## config.mk

```make
export PLATFORM = sky130hd
export DESIGN_NAME = lhca_core
export DESIGN_NICKNAME = d
export VERILOG_FILES = /design/src/lhca_pkg.sv /design/src/lhca_core.sv /design/src/lhca_hyst.sv
export VERILOG_INCLUDE_DIRS = /design/src
export SDC_FILE = /design/constraint.sdc
export NUM_CORES = 1
export LEC_CHECK = 0
export ABC_AREA = 1
export BUFFER_PORTS_ARGS = -buffer_cell sky130_fd_sc_hd__buf_2
export CORE_MARGIN = 8
export CORE_UTILIZATION = 35
export CTS_BUF_LIST = sky130_fd_sc_hd__clkbuf_2 sky130_fd_sc_hd__clkbuf_4 sky130_fd_sc_hd__clkbuf_8
export DETAILED_ROUTE_END_ITERATION = 7
export PLACE_DENSITY = 0.63
export SYNTH_ARGS = -nofsm -noshare
export SYNTH_HDL_FRONTEND = slang
export SYNTH_HIERARCHICAL = 1
export SYNTH_SLANG_ARGS = --single-unit
```

## constraint.sdc

```tcl
create_clock -name core_clk -period 6.1 [get_ports core_clk]
set_input_delay 0.915 -clock core_clk [delete_from_list [all_inputs] [get_ports core_clk]]
set_output_delay 0.915 -clock core_clk [all_outputs]
set_load 0.03 [all_outputs]
```

## src/lhca_map.svh

```systemverilog
// offsets, field positions, reset values and limits of the alarm block
// assumes word addresses as presented on the parameter port
`ifndef LHCA_MAP_SVH
`define LHCA_MAP_SVH

`define LHCA_ADDR_HEATER_CURRENT_LIMIT  16'h0258
`define LHCA_ADDR_HEATER_ALARM_STATUS   16'h0280
`define LHCA_ADDR_HEATER_CURRENT_READ   16'h0281
`define LHCA_ADDR_RELAY_OFF_CURRENT     16'h0282
`define LHCA_ADDR_LOWER_LIMIT           16'h028A
`define LHCA_ADDR_UPPER_LIMIT           16'h028B
`define LHCA_ADDR_LIMIT_HYSTERESIS      16'h028C
`define LHCA_ADDR_LIMIT_STATUS_WORD     16'h02B2
`define LHCA_ADDR_LOOP_BREAK_ENABLE     16'h04EA

`define LHCA_VALUE_MIN                  16'hF831
`define LHCA_VALUE_MAX                  16'h270F
`define LHCA_HYST_MIN                   16'h0000

`define LHCA_RST_LOWER_LIMIT            16'hF831
`define LHCA_RST_UPPER_LIMIT            16'h270F
`define LHCA_RST_HYSTERESIS             16'h0001
`define LHCA_RST_HEATER_LIMIT           16'h0000
`define LHCA_RST_LOOP_BREAK             1'b0

`define LHCA_SHORT_MIN_CURRENT          16'h0001

`define LHCA_HSTAT_ALARM_BIT            0
`define LHCA_HSTAT_SHORT_BIT            1
`define LHCA_LOOP_BREAK_BIT             0

`endif

```

## src/lhca_pkg.sv

```systemverilog
// types shared by the alarm block files
// assumes lhca_map.svh for the numeric layout
package lhca_pkg;

  typedef logic signed [15:0] lhca_value_t;

  typedef enum logic [1:0] {
    LHCA_LIM_NONE     = 2'b00,
    LHCA_LIM_LATCHED  = 2'b01,
    LHCA_LIM_EXCEEDED = 2'b10
  } lhca_lim_status_e;

  typedef enum logic [1:0] {
    LHCA_HC_OFF      = 2'b00,
    LHCA_HC_OVERLOAD = 2'b01,
    LHCA_HC_OPEN     = 2'b10
  } lhca_hc_mode_e;

endpackage

```

## src/lhca_core.sv

```systemverilog
// limit, heater current and loop-break alarm block with its parameter words
// assumes samples from acquisition logic on core_clk, word-addressed parameter port
`timescale 1ns/100ps
`default_nettype none
`include "lhca_map.svh"

module lhca_core
  import lhca_pkg::*;
(
  // clock and reset
  input wire logic core_clk,
  input wire logic rst,
  // parameter word port
  input wire logic [15:0] reg_addr,
  input wire logic reg_wr,
  input wire logic [15:0] reg_wdata,
  input wire logic reg_rd,
  output logic [15:0] reg_rdata,
  output logic reg_rvalid,
  // measurement samples
  input wire logic sample_valid,
  input wire logic signed [15:0] monitored_value,
  input wire logic signed [15:0] heater_current,
  input wire logic signed [15:0] relay_off_current,
  input wire logic controller_output_on,
  // configuration from other blocks
  input wire logic [1:0] heater_alarm_mode,
  input wire logic limit_latch_mode,
  input wire logic limit_latch_clear,
  input wire logic controller_is_pid,
  // alarm outputs
  output logic limit_alarm,
  output logic heater_alarm,
  output logic relay_short_alarm,
  output logic loop_break_active
);

  // settings
  logic signed [15:0] lower_limit_threshold;
  logic signed [15:0] upper_limit_threshold;
  logic signed [15:0] limit_hysteresis;
  logic signed [15:0] heater_current_limit;
  logic loop_break_enable;
  // readings and status
  logic signed [15:0] heater_current_reading;
  logic signed [15:0] relay_off_current_reading;
  logic [1:0] heater_alarm_status;
  lhca_lim_status_e limit_status_word;
  logic limit_latched;
  logic [1:0] side_alarm;
  logic [1:0] lim_settled;
  logic sample_d;
  logic signed [15:0] wdata_value;
  logic signed [15:0] wdata_hyst;
  logic signed [15:0] limit_sel [2];
  logic next_hc_alarm;
  logic next_short;

  // out-of-range writes are clamped rather than refused, so the word always holds a legal value
  always_comb begin
    if ($signed(reg_wdata) < $signed(`LHCA_VALUE_MIN)) begin
      wdata_value = `LHCA_VALUE_MIN;
    end else if ($signed(reg_wdata) > $signed(`LHCA_VALUE_MAX)) begin
      wdata_value = `LHCA_VALUE_MAX;
    end else begin
      wdata_value = reg_wdata;
    end
    if ($signed(reg_wdata) < $signed(`LHCA_HYST_MIN)) begin
      wdata_hyst = `LHCA_HYST_MIN;
    end else if ($signed(reg_wdata) > $signed(`LHCA_VALUE_MAX)) begin
      wdata_hyst = `LHCA_VALUE_MAX;
    end else begin
      wdata_hyst = reg_wdata;
    end
  end

  // writable settings; read-only addresses fall through untouched
  always_ff @(posedge core_clk) begin
    if (rst) begin
      lower_limit_threshold <= `LHCA_RST_LOWER_LIMIT;
      upper_limit_threshold <= `LHCA_RST_UPPER_LIMIT;
      limit_hysteresis <= `LHCA_RST_HYSTERESIS;
      heater_current_limit <= `LHCA_RST_HEATER_LIMIT;
      loop_break_enable <= `LHCA_RST_LOOP_BREAK;
    end else if (reg_wr) begin
      case (reg_addr)
        `LHCA_ADDR_LOWER_LIMIT: begin
          lower_limit_threshold <= wdata_value;
        end
        `LHCA_ADDR_UPPER_LIMIT: begin
          upper_limit_threshold <= wdata_value;
        end
        `LHCA_ADDR_LIMIT_HYSTERESIS: begin
          limit_hysteresis <= wdata_hyst;
        end
        `LHCA_ADDR_HEATER_CURRENT_LIMIT: begin
          heater_current_limit <= wdata_value;
        end
        `LHCA_ADDR_LOOP_BREAK_ENABLE: begin
          loop_break_enable <= reg_wdata[`LHCA_LOOP_BREAK_BIT];
        end
        default: begin
        end
      endcase
    end
  end

  // lower and upper comparators share the one hysteresis word
  assign limit_sel[0] = lower_limit_threshold;
  assign limit_sel[1] = upper_limit_threshold;

  genvar gi;
  generate
    for (gi = 0; gi < 2; gi++) begin : g_side
      lhca_hyst #(
        .IS_UPPER(gi == 1)
      ) u_cmp (
        .core_clk(core_clk),
        .rst(rst),
        .update(sample_valid),
        .value(monitored_value),
        .limit(limit_sel[gi]),
        .hyst(limit_hysteresis),
        .alarm(side_alarm[gi])
      );
    end
  endgenerate

  // comparator results land on the sample edge; status follows one edge later
  always_ff @(posedge core_clk) begin
    if (rst) begin
      sample_d <= 1'b0;
    end else begin
      sample_d <= sample_valid;
    end
  end

  assign lim_settled = side_alarm;

  // latch: set wins over a clear arriving in the same cycle
  always_ff @(posedge core_clk) begin
    if (rst) begin
      limit_latched <= 1'b0;
    end else if (sample_d && limit_latch_mode && (|lim_settled)) begin
      limit_latched <= 1'b1;
    end else if (limit_latch_clear || !limit_latch_mode) begin
      limit_latched <= 1'b0;
    end
  end

  always_ff @(posedge core_clk) begin
    if (rst) begin
      limit_status_word <= LHCA_LIM_NONE;
      limit_alarm <= 1'b0;
    end else if (sample_d) begin
      // a latched alarm must not drop for a cycle once the value returns
      limit_alarm <= (|lim_settled) || (limit_latched && !limit_latch_clear);
      if (|lim_settled) begin
        limit_status_word <= LHCA_LIM_EXCEEDED;
      end else if (limit_latched && !limit_latch_clear) begin
        limit_status_word <= LHCA_LIM_LATCHED;
      end else begin
        limit_status_word <= LHCA_LIM_NONE;
      end
    end else if (limit_latch_clear && limit_status_word == LHCA_LIM_LATCHED) begin
      limit_status_word <= LHCA_LIM_NONE;
      limit_alarm <= 1'b0;
    end else if (limit_latched) begin
      limit_alarm <= 1'b1;
    end
  end

  // heater checks, evaluated on the raw sample so they share the sample edge
  always_comb begin
    case (heater_alarm_mode)
      LHCA_HC_OVERLOAD: begin
        next_hc_alarm = heater_current > heater_current_limit;
      end
      LHCA_HC_OPEN: begin
        next_hc_alarm = heater_current < heater_current_limit;
      end
      default: begin
        next_hc_alarm = 1'b0;
      end
    endcase
    // short check runs in every heater mode, independent of the overload test
    next_short = !controller_output_on &&
      (relay_off_current >= $signed(`LHCA_SHORT_MIN_CURRENT));
  end

  always_ff @(posedge core_clk) begin
    if (rst) begin
      heater_current_reading <= 16'h0000;
      relay_off_current_reading <= 16'h0000;
      heater_alarm_status <= 2'h0;
      heater_alarm <= 1'b0;
      relay_short_alarm <= 1'b0;
    end else if (sample_valid) begin
      heater_current_reading <= heater_current;
      relay_off_current_reading <= relay_off_current;
      heater_alarm_status[`LHCA_HSTAT_ALARM_BIT] <= next_hc_alarm;
      heater_alarm_status[`LHCA_HSTAT_SHORT_BIT] <= next_short;
      heater_alarm <= next_hc_alarm;
      relay_short_alarm <= next_short;
    end
  end

  // loop-break supervision only means something for a PID controller
  always_ff @(posedge core_clk) begin
    if (rst) begin
      loop_break_active <= 1'b0;
    end else begin
      loop_break_active <= loop_break_enable && controller_is_pid;
    end
  end

  // read port; unmapped words read as zero
  always_ff @(posedge core_clk) begin
    if (rst) begin
      reg_rdata <= 16'h0000;
      reg_rvalid <= 1'b0;
    end else begin
      reg_rvalid <= reg_rd;
      if (reg_rd) begin
        case (reg_addr)
          `LHCA_ADDR_HEATER_CURRENT_LIMIT: reg_rdata <= heater_current_limit;
          `LHCA_ADDR_HEATER_ALARM_STATUS: reg_rdata <= {14'h0000, heater_alarm_status};
          `LHCA_ADDR_HEATER_CURRENT_READ: reg_rdata <= heater_current_reading;
          `LHCA_ADDR_RELAY_OFF_CURRENT: reg_rdata <= relay_off_current_reading;
          `LHCA_ADDR_LOWER_LIMIT: reg_rdata <= lower_limit_threshold;
          `LHCA_ADDR_UPPER_LIMIT: reg_rdata <= upper_limit_threshold;
          `LHCA_ADDR_LIMIT_HYSTERESIS: reg_rdata <= limit_hysteresis;
          `LHCA_ADDR_LIMIT_STATUS_WORD: reg_rdata <= {14'h0000, limit_status_word};
          `LHCA_ADDR_LOOP_BREAK_ENABLE: reg_rdata <= {15'h0000, loop_break_enable};
          default: reg_rdata <= 16'h0000;
        endcase
      end
    end
  end

endmodule

`default_nettype wire

```

## src/lhca_hyst.sv

```systemverilog
// one limit comparator with switching difference
// assumes samples and settings on the same clock, update as one-cycle strobe
`timescale 1ns/100ps
`default_nettype none

module lhca_hyst
  import lhca_pkg::*;
#(
  parameter bit IS_UPPER = 1'b0
) (
  // clock and reset
  input wire logic core_clk,
  input wire logic rst,
  // sample and settings
  input wire logic update,
  input wire logic signed [15:0] value,
  input wire logic signed [15:0] limit,
  input wire logic signed [15:0] hyst,
  // result
  output logic alarm
);

  // widened so limit plus or minus hysteresis cannot wrap
  logic signed [17:0] val_w;
  logic signed [17:0] release_lvl;
  logic trip;
  logic release_ok;

  assign val_w = {{2{value[15]}}, value};

  always_comb begin
    if (IS_UPPER) begin
      release_lvl = {{2{limit[15]}}, limit} - {{2{hyst[15]}}, hyst};
      trip = val_w > {{2{limit[15]}}, limit};
      release_ok = val_w <= release_lvl;
    end else begin
      release_lvl = {{2{limit[15]}}, limit} + {{2{hyst[15]}}, hyst};
      trip = val_w < {{2{limit[15]}}, limit};
      release_ok = val_w >= release_lvl;
    end
  end

  always_ff @(posedge core_clk) begin
    if (rst) begin
      alarm <= 1'b0;
    end else if (update) begin
      if (trip) begin
        alarm <= 1'b1;
      end else if (release_ok) begin
        alarm <= 1'b0;
      end
    end
  end

endmodule

`default_nettype wire

```

After elaboration in Yosys (flattened, before gate mapping)
Cells that the tools add are included.
- bits in registers: 126
- input port bits: 91
- output and inout bits: 21
- word-level logic and storage cells: 85
- add/subtract/negate cells: 2
- $lt $le $gt $ge: 10
- eq/ne operators: 12
- multiplexer cells: 18
- reductions and logical operators: 24
- operators by type and width (cell ; count):
    case mux 16 bit (9 select lines) ; 1
    equality test 16 x 10 -> 1 bit, second input constant ; 8
    2-to-1 mux 16 bit ; 3
    > comparator 18 bit ; 1
    < comparator 18 bit ; 1
    adder 16 x 16 -> 17 bit ; 1
    greater-or-equal comparator 16 x 17 -> 1 bit ; 1
    less-or-equal comparator 16 x 17 -> 1 bit ; 1
    subtractor 16 x 16 -> 17 bit ; 1
    equality test 16 x 11 -> 1 bit, second input constant ; 1
    greater-or-equal comparator 16 x 2 -> 1 bit, second input constant ; 1
    > comparator 16 x 15 -> 1 bit, second input constant ; 1
    > comparator 16 bit ; 1
    < comparator 16 x 1 -> 1 bit, second input constant ; 1
    < comparator 16 x 12 -> 1 bit, second input constant ; 1
    < comparator 16 bit ; 1
    AND reduction 2 bit ; 7
    2-to-1 mux 1 bit ; 10
    nonzero test 2 bit ; 4
    logical AND 1 bit ; 6
    2-to-1 mux 2 bit ; 3
    equality test 2 x 1 -> 1 bit, second input constant ; 2
    zero test 1 bit ; 3
    nonzero test 3 bit ; 1
    other kinds (4) ; 5

Depth between registers and ports, before layout
Gate-level depths: netlist of run 1.
- depth in word-level cells: 5
- gate-level depth with buffers: 22

Modules after synthesis
The synthesis of run 1 kept the hierarchy.
- modules (own cells, without submodules) (module ; times used ; cells each ; area an instance (um^2)):
    lhca_core ; 1 ; 868 ; 6045.8
    lhca_hyst at g_side[1].u_cmp ; 1 ; 283 ; 1804.2
    lhca_hyst at g_side[0].u_cmp ; 1 ; 266 ; 1661.6

Least setup slack after synthesis of run 1
OpenSTA, ideal clock, no wires.
- kind: flip-flop to flip-flop
- start point: register limit_hysteresis[0]
- end point: register g_side[0].u_cmp.alarm
- library setup time: 116 ps
- data arrival time: 2605 ps
- required time: 5984 ps
- slack: 3378 ps
- stages on the path, launching flop included: 21
- path buffers: 0
- clock period less this slack: 2722 ps
- cell sequence: dfxtp_1 ha_1 inv_1 fa_1 o21ai_2 a21oi_2 o21ai_2 nand3_1 nand2_1 xor2_1 ha_1 nand2_1 inv_1 nand2_1 nand2_1 a21oi_1 nand3_1 nand2_1 nand3_1 nand2_1 a21oi_1
- longest elaborated chain between the ends: 4
- RTL lines (what ; RTL line ; RTL):
    from (decl) ; lhca_core.sv:41 ; logic signed [15:0] limit_hysteresis;
    from (signal assigned) ; lhca_core.sv:82 ; limit_hysteresis <= `LHCA_RST_HYSTERESIS;
    from (signal assigned) ; lhca_core.sv:94 ; limit_hysteresis <= wdata_hyst;
    adder 16 x 16 -> 17 bit ; lhca_hyst.sv:37 ; release_lvl = {{2{limit[15]}}, limit} + {{2{hyst[15]}}, hyst};
    greater-or-equal comparator 16 x 17 -> 1 bit ; lhca_hyst.sv:39 ; release_ok = val_w >= release_lvl;
    nonzero test 2 bit (no line) ; - ;
    AND reduction 2 bit (no line) ; - ;
    to (signal assigned) ; lhca_hyst.sv:45 ; alarm <= 1'b0;
    to (signal assigned) ; lhca_hyst.sv:48 ; alarm <= 1'b1;
    to (signal assigned) ; lhca_hyst.sv:50 ; alarm <= 1'b0;
    to (decl) ; lhca_hyst.sv:20 ; output logic alarm
No other way between the ends.
A chain may end at the register's enable or synchronous reset.

Final worst setup path of run 1
- start point: register upper_limit_threshold[0]
- end point: register g_side[1].u_cmp.alarm
- longest elaborated chain between the ends: 4
- elaborated cells between the ends (all ways): 6
- classes of those cells: 1 x add/sub; 2 x order compare; 1 x mux; 2 x reduce/logical
- RTL lines (what ; RTL line ; RTL):
    from (decl) ; lhca_core.sv:40 ; logic signed [15:0] upper_limit_threshold;
    from (signal assigned) ; lhca_core.sv:81 ; upper_limit_threshold <= `LHCA_RST_UPPER_LIMIT;
    from (signal assigned) ; lhca_core.sv:91 ; upper_limit_threshold <= wdata_value;
    subtractor 16 x 16 -> 17 bit ; lhca_hyst.sv:33 ; release_lvl = {{2{limit[15]}}, limit} - {{2{hyst[15]}}, hyst};
    less-or-equal comparator 16 x 17 -> 1 bit ; lhca_hyst.sv:35 ; release_ok = val_w <= release_lvl;
    nonzero test 2 bit (no line) ; - ;
    AND reduction 2 bit (no line) ; - ;
    to (signal assigned) ; lhca_hyst.sv:45 ;
    to (signal assigned) ; lhca_hyst.sv:48 ;
    to (signal assigned) ; lhca_hyst.sv:50 ;
    to (decl) ; lhca_hyst.sv:20 ;
Parallel ways exist; a longest one is shown, timed or not.

==> metrics.txt, run 1 <==
Detailed Place HPWL=23.7 mm; syn nets=1,625; cell taking the most area after synthesis=dfxtp_1; Worst Path Max Fanout=4; HP Class=reg -> reg; cells after synthesis=1,417; drt pass-1 iters=6; Max Cap Viol=0; Slew HR=33.6%; Final ANT Viol Nets=0; RSZ-0062 raised after global routing=no; crit start category=flip-flop; share of cells above drive strength 1=12.5%; initial antenna violation count=0; endpoint class of the critical path=flip-flop; Final Total Pwr=1.81 mW; Netlist Area Pre-Place=0.00951 mm2; maximum clock frequency=0.307 GHz; fin crit period=3260 ps; reg2reg path depth=20; Starting Density=35.5%; IO Count=112; Hold Path Stages=2; Final Hold Vio Count=0; final layout net count=1,715; Final period util=53.4%; sequential share of the synthesized area=26.1%; routed len/inst=15.6 um; CTS resizes=0; Data required, critical path=6420 ps; worst vdd ir=0.156 mV; Leakage=5.29 nW; latest clock arrival within the worst-skew pair=460 ps; Worst EP arrival=3580 ps; largest net degree at the start of global routing=74; setup slack, reg-to-reg=2840 ps; Row Count=60; FILL cells=2,853; worst hold start=loop_break_enable; Die Y=181 um; hold_buf cts=0; Synth Flop Type=dfxtp_1; Crit Path Class=reg -> reg; area share of the largest cell type after synthesis=26.1%; GRT Total Usage=17.5%; most frequent CP cell=nand2_1; fin. max-slew vios=0; DR DRC count=0; ANT cells=0; # port buffers=111; EDFF count, synth=0; core box area=0.0268 mm2; hold worst-path end=loop_break_active; total congestion overflow=0; die area=0.0327 mm2; routability congestion estimate from global placement=0.861; Ys Warns=6; clk_skew=8.92 ps; fraction of registers with async set/reset=0%; Post-CTS Setup Bufs=0; R2R Path Start=upper_limit_threshold[0]; WL final=29.1 mm; Synth cell types=53; Num Clock Sinks=124; Worst Max-Slew Pin Slew=995 ps; status=complete, no violations; drt via density=5.00; FF-to-FF End=g_side[1].u_cmp/alarm; Die W=181 um; slowest cell on the critical path=dfxtp_1; Via Count=9,299; global-route wire length before repair=46.4 mm; root buf cell=clkbuf_8; vias in the first global route=8,822; Area Overhead vs Synth=12.5%; crit-path cells=inv_1, ha_1, fa_1, inv_1, nand3_1, nand2_2, a21oi_4, o21ai_4, a21oi_2, xor2_1, ha_1, nand2_1, o21ai_0, nand2_1, nand3_1, nand2_1, inv_1, nand2_1, nand2_1, a21oi_1; drt initial violations=640; TNS Setup=0 ps; Critical Path Max Stage Delay=480 ps; Setup violations, final=0; Synth Area per Inst=6.71 um2; clk buf depth=2; CTS Buf Count=17; TritonCTS clock tree=done; PD cells=169 mW/mm2; top cells by area, synth=dfxtp_1 (26%), ha_1 (15%), nand2_1 (15%), inv_1 (7.5%), nand3_1 (6.2%); H-tree lvl count=4; Clock transition at path regs=70 ps; synthesized flop and latch total=124
## worst max-delay path by stage
stage / slack, ps / depth (start not counted) / to / start
floorplan: 3380 / 20 / g_side[0].u_cmp/alarm / limit_hysteresis[0]
global placement: 2560 / 9 / lower_limit_threshold[0] / reg_addr[15]
detailed placement: 2500 / 9 / lower_limit_threshold[13] / reg_addr[13]
CTS: 2890 / 20 / g_side[1].u_cmp/alarm / upper_limit_threshold[0]
global route: 2580 / 20 / g_side[1].u_cmp/alarm / upper_limit_threshold[0]
finish: 2840 / 20 / g_side[1].u_cmp/alarm / upper_limit_threshold[0]
## placed cells by master, fill, tap and decap left out, types with 5 or more instances in the layout
cell / count
a21oi_1: 117
xor2_1: 13
o21bai_1: 6
ha_1: 115
nor2_2: 5
clkbuf_8: 21
nand2_1: 372
a21o_1: 5
nor2_4: 5
dfxtp_1: 124
o211ai_1: 8
nand3b_1: 16
inv_1: 189
nand4_1: 11
nor3_1: 13
o21ai_1: 9
a21oi_2: 7
xnor2_1: 11
a22o_1: 9
nor2_1: 112
buf_2: 111
nand3_1: 118
o21ai_0: 63
nand2_2: 6
## cells in the mapped netlist, types with 7 or more instances
library cell	count
ha_1	115
a22o_1	9
xnor2_1	11
dfxtp_1	124
buf_2	12
o21ai_0	63
inv_1	189
nand2_1	372
o211ai_1	8
buf_4	9
a21oi_2	7
a21oi_1	117
nor3_1	13
o21ai_1	9
xor2_1	13
nor2_1	112
nand3b_1	16
nand4_1	11
nand3_1	118
clkbuf_1	13
## registers in the layout, indices dropped and copies added (netlist names), 16 cells and up
name and cells:
heater_current_limit 16, heater_current_reading 16, limit_hysteresis 16, lower_limit_threshold 16
reg_rdata 16, relay_off_current_reading 16, upper_limit_threshold 16
## power breakdown
part	switching (mW)	internal, mW	leakage (nW)
Combinational	0.129	0.0689	4.07
Clock	0.327	0.450	0.214
Sequential	0.00775	0.825	1.01
## final cells by class
| class | instances | area [um2] | area share [%] |
|---|---|---|---|
| clock buffer | 23 | 304 | 2.84 |
| sequential | 124 | 2480 | 23.2 |
| timing repair buffer | 113 | 571 | 5.33 |
| multi-input combinational | 1057 | 6080 | 56.8 |
| tap | 341 | 427 | 3.99 |
| clock inverter | 7 | 113 | 1.05 |
| inverter | 194 | 728 | 6.80 |
## stage by stage
stage                     area, um2  setup WS, ps  utilization, %  hold WS, ps  instances
after floorplan                9510          3380               -          423       1417
after global routing          10700          2580            39.9          458       1859
after CTS                     10700          2890            39.9          441       1859
final                         10700          2840            39.9          439       1859
after global placement        10300          2560            38.4          441       1829
after detailed placement      10300          2500            38.4          443       1829
## metal layers
layer / up-vias / global-route usage (%) / wire length (um)
met3: 45 / 3.83 / 1620
li1: 4817 / - / -
met1: 4174 / 22.1 / 13200
met2: 263 / 29.6 / 13500
met5: - / 0 / 0
met4: 0 / 5.13 / 758
## critical path: cells and delay by family, from the launching register on
| family | cells | cell delay, ps |
|---|---|---|
| adders and majority gates | 3 | 950 |
| DFF | 1 | 480 |
| xor gates and xnor gates | 1 | 150 |
| and+or+nand+nor | 8 | 640 |
| AOI/OAI and AO/OA | 5 | 710 |
| buffers and inverters | 3 | 200 |
## cell families after synthesis
logic type	count (synthesis)	share of synthesized area [%]
AND/OR/NAND/NOR	671	30.9
flip-flops	124	26.1
AO/OA/AOI/OAI	245	15.3
buffers and inverters	236	9.98
adder cells (fa/ha/maj)	117	15.5
XOR/XNOR	24	2.21
Power figures use the tool's default switching activity.
==> inputs of run 2 (changes only) <==
--- a/config.mk
+++ b/config.mk
@@ -6,13 +6,13 @@
 export SDC_FILE = /design/constraint.sdc
 export NUM_CORES = 1
 export LEC_CHECK = 0
-export ABC_AREA = 1
+export ABC_AREA = 0
 export BUFFER_PORTS_ARGS = -buffer_cell sky130_fd_sc_hd__buf_2
 export CORE_MARGIN = 8
 export CORE_UTILIZATION = 35
 export CTS_BUF_LIST = sky130_fd_sc_hd__clkbuf_2 sky130_fd_sc_hd__clkbuf_4 sky130_fd_sc_hd__clkbuf_8
 export DETAILED_ROUTE_END_ITERATION = 7
-export PLACE_DENSITY = 0.63
+export PLACE_DENSITY = 0.64
 export SYNTH_ARGS = -nofsm -noshare
 export SYNTH_HDL_FRONTEND = slang
 export SYNTH_HIERARCHICAL = 1
==> constraint.sdc (replaced) <==
create_clock -name core_clk -period 3.1 [get_ports core_clk]
set_input_delay 0.465 -clock core_clk [delete_from_list [all_inputs] [get_ports core_clk]]
set_output_delay 0.465 -clock core_clk [all_outputs]
set_load 0.03 [all_outputs]
==> metrics.txt, run 2 <==
status=finished, violations left; failing checks=setup timing; latest clock arrival within the worst-skew pair=450 ps (about the same); Ys Warns=6 (unchanged); register area=0.00249 mm2 (+0.25%); fin. max-slew vios=0 (unchanged); Area Overhead vs Synth=21.3%; Slew HR=46.3% (+13 points); total congestion overflow=0 (unchanged); PD cells=351 mW/mm2 (+110%); endpoint class of the critical path=flip-flop; most frequent cell after synthesis=dfxtp_1; Starting Density=35.6% (+0.061 points); synthesized flop and latch total=124 (unchanged); hold_buf cts=0 (unchanged); crit-path cells=inv_2, ha_2, fa_2, nor2b_2, o31a_1, o311ai_4, a21oi_2, nor4_1, a311oi_1, ha_1, a21o_1, a2111oi_4, o211ai_1, a32o_1; Worst EP arrival=3560 ps (-20 ps); fraction of registers with async set/reset=0% (unchanged); top cells by count, synth=dfxtp_1 (124), ha_1 (115), nor2_1 (95); Synth cell types=82 (+55%); EDFF count, synth=0 (unchanged); DR DRC count=0 (unchanged); CTS Buf Count=17 (unchanged); RSZ-0062 raised after global routing=yes; GRT Total Usage=18.1% (+0.57 points); final layout net count=1,447 (-16%); drt initial violations=588 (-8.1%); fin crit period=3210 ps (-47.7 ps); IO Count=112 (unchanged); Die W=176 um (-2.7%); top cells by area, synth=dfxtp_1 (28%), ha_1 (16%), mux2i_1 (5.7%), a21oi_1 (4.6%), nor2_1 (4.0%); FILL cells=2,480 (-13%); die area=0.0310 mm2 (-5.4%); commonest cells after routing, fill and taps aside=dfxtp_1 (121), ha_1 (112), buf_2 (110), nor2_1 (95); WL final=28.6 mm (-1.7%); Worst Max-Slew Pin Slew=803 ps (-192 ps); drt pass-1 iters=5 (-1); share of cells above drive strength 1=21.2% (+8.6 points); HP Class=in -> reg; drt via density=5.43 (+8.6%); core box area=0.0252 mm2 (-6.0%); Die Y=176 um (-2.7%); clk buf depth=2 (unchanged); area of the multi-input gates=0.00605 mm2 (-0.49%); slowest cell on the critical path=fa_2; Row Count=58 (-3.3%); Clock transition at path regs=80 ps (about the same); Leakage=4.73 nW (-11%); # port buffers=111 (unchanged); final core utilization=43.1% (+3.2 points); Max Cap Viol=0 (unchanged); root buf cell=clkbuf_8; Data required, critical path=3450 ps (-2970 ps); post-route non-filler standard cell count=1,584 (-15%); Setup violations, final=2 (+2); vias in the first global route=8,435 (-4.4%); cells after synthesis=1,079 (-24%); most common cell after layout, fill and taps aside=dfxtp_1; Num Clock Sinks=124 (unchanged); largest net degree at the start of global routing=48 (-35%); Netlist Area Pre-Place=0.00895 mm2 (-5.9%); Inst Count DP=1,546 (-15%); Synth Area per Inst=8.30 um2 (+24%); sequential share of the synthesized area=27.7% (+1.6 points); routed len/inst=18.0 um (+15%); maximum clock frequency=0.311 GHz (+1.5%); Worst Path Max Fanout=3 (-1); Crit Path Class=reg -> reg; Via Count=8,606 (-7.5%); Synth Flop Type=dfxtp_1; clk_skew=12.4 ps (+3.43 ps); cell taking the most area after synthesis=dfxtp_1; routability congestion estimate from global placement=0.870 (+1.1%); Final Hold Vio Count=0 (unchanged); Critical Path Max Stage Delay=350 ps (-130 ps); worst vdd ir=0.236 mV (+51%); TritonCTS clock tree=done; post-route setup slack=-112 ps (-2950 ps); initial antenna violation count=2 (+2); syn nets=1,287 (-21%); Final ANT Viol Nets=0 (unchanged); global-route wire length before repair=44.9 mm (-3.2%); Final period util=104% (+50 points); H-tree lvl count=4 (unchanged); area share of the largest cell type after synthesis=27.7% (+1.6 points); Detailed Place HPWL=23.1 mm (-2.8%); crit start category=flip-flop
## run 2: changes by cell type after synthesis, moves of 15 or more
cell,before,now
a211oi_1,2,32
nand2_1,372,68
nand3_1,118,26
mux2i_1,0,51
inv_1,189,83
o22ai_1,0,15
nor2_1,112,95
a21oi_1,117,83
## run 2: area by class of cell
| type | instances | area share (%) |
|---|---|---|
| inverters | 83 | 2.87 |
| diodes | 2 | 0.0461 |
| clock buffers | 27 | 3.25 |
| clock inverters | 5 | 1.15 |
| flip-flops and latches | 124 | 22.9 |
| multi-input cells | 828 | 55.7 |
| repair buffers | 185 | 10.3 |
| well taps | 330 | 3.80 |
## run 2: cell families after synthesis
family,share of synthesized area (%)
and+or+nand+nor,18.6
muxes,5.70
DFF,27.7
buffers and inverters,6.02
xor gates and xnor gates,2.35
AOI/OAI and AO/OA,23.0
adders and majority gates,16.5
## run 2: final timing paths
check        slack, ps  cells after the start                      from                     to
max               -110                     14  upper_limit_threshold[0]  g_side[1].u_cmp/alarm
min                250                      3         controller_is_pid      loop_break_active
max reg2reg       -110                     14  upper_limit_threshold[0]  g_side[1].u_cmp/alarm
min reg2reg        460                      2         loop_break_enable      loop_break_active
## run 2: repair_timing
| action | in CTS | in global routing |
|---|---|---|
| pin swaps | 8 | 1 |
| resized for setup | 14 | 6 |
| setup endpoints to repair | 2 | 2 |
| buffers inserted | 4 | 0 |
## run 2: where the power goes
group | internal [mW] | total (mW) | switching [mW]
clock | 1.06 | 1.70 | 0.640
combinational | 0.183 | 0.463 | 0.280
sequential | 1.63 | 1.65 | 0.0243
total | 2.87 | 3.81 | 0.945
## run 2: stage by stage
step                      worst slack, ps  power, mW  area [um2]  hold WS, ps  TNS, ps
final                                -112       3.81       10900          249     -171
after global routing                 -310       3.97       10900          241     -573
after global placement               -158       2.14       10300          439     -189
after CTS                           -95.6       3.84       10800          225     -133
after floorplan                      8.52       1.95        8990          418        0
after detailed placement             -253       2.14       10300          445     -355
## run 2: layer usage
layer	vias up	part of all wire, %	GRT usage [%]
met4	0	2.6	6.39
met5	-	0	0
met1	4047	43	21.9
li1	4276	-	-
met2	236	49	31.3
met3	47	5.5	3.89
## run 2: critical path: cells and delay by family, from the launching register on
family / cells / cell delay, ps
flops: 1 / 330
compound gates: 8 / 1720
simple gates: 2 / 200
buf+inv: 1 / 30
fa+ha+maj: 3 / 840
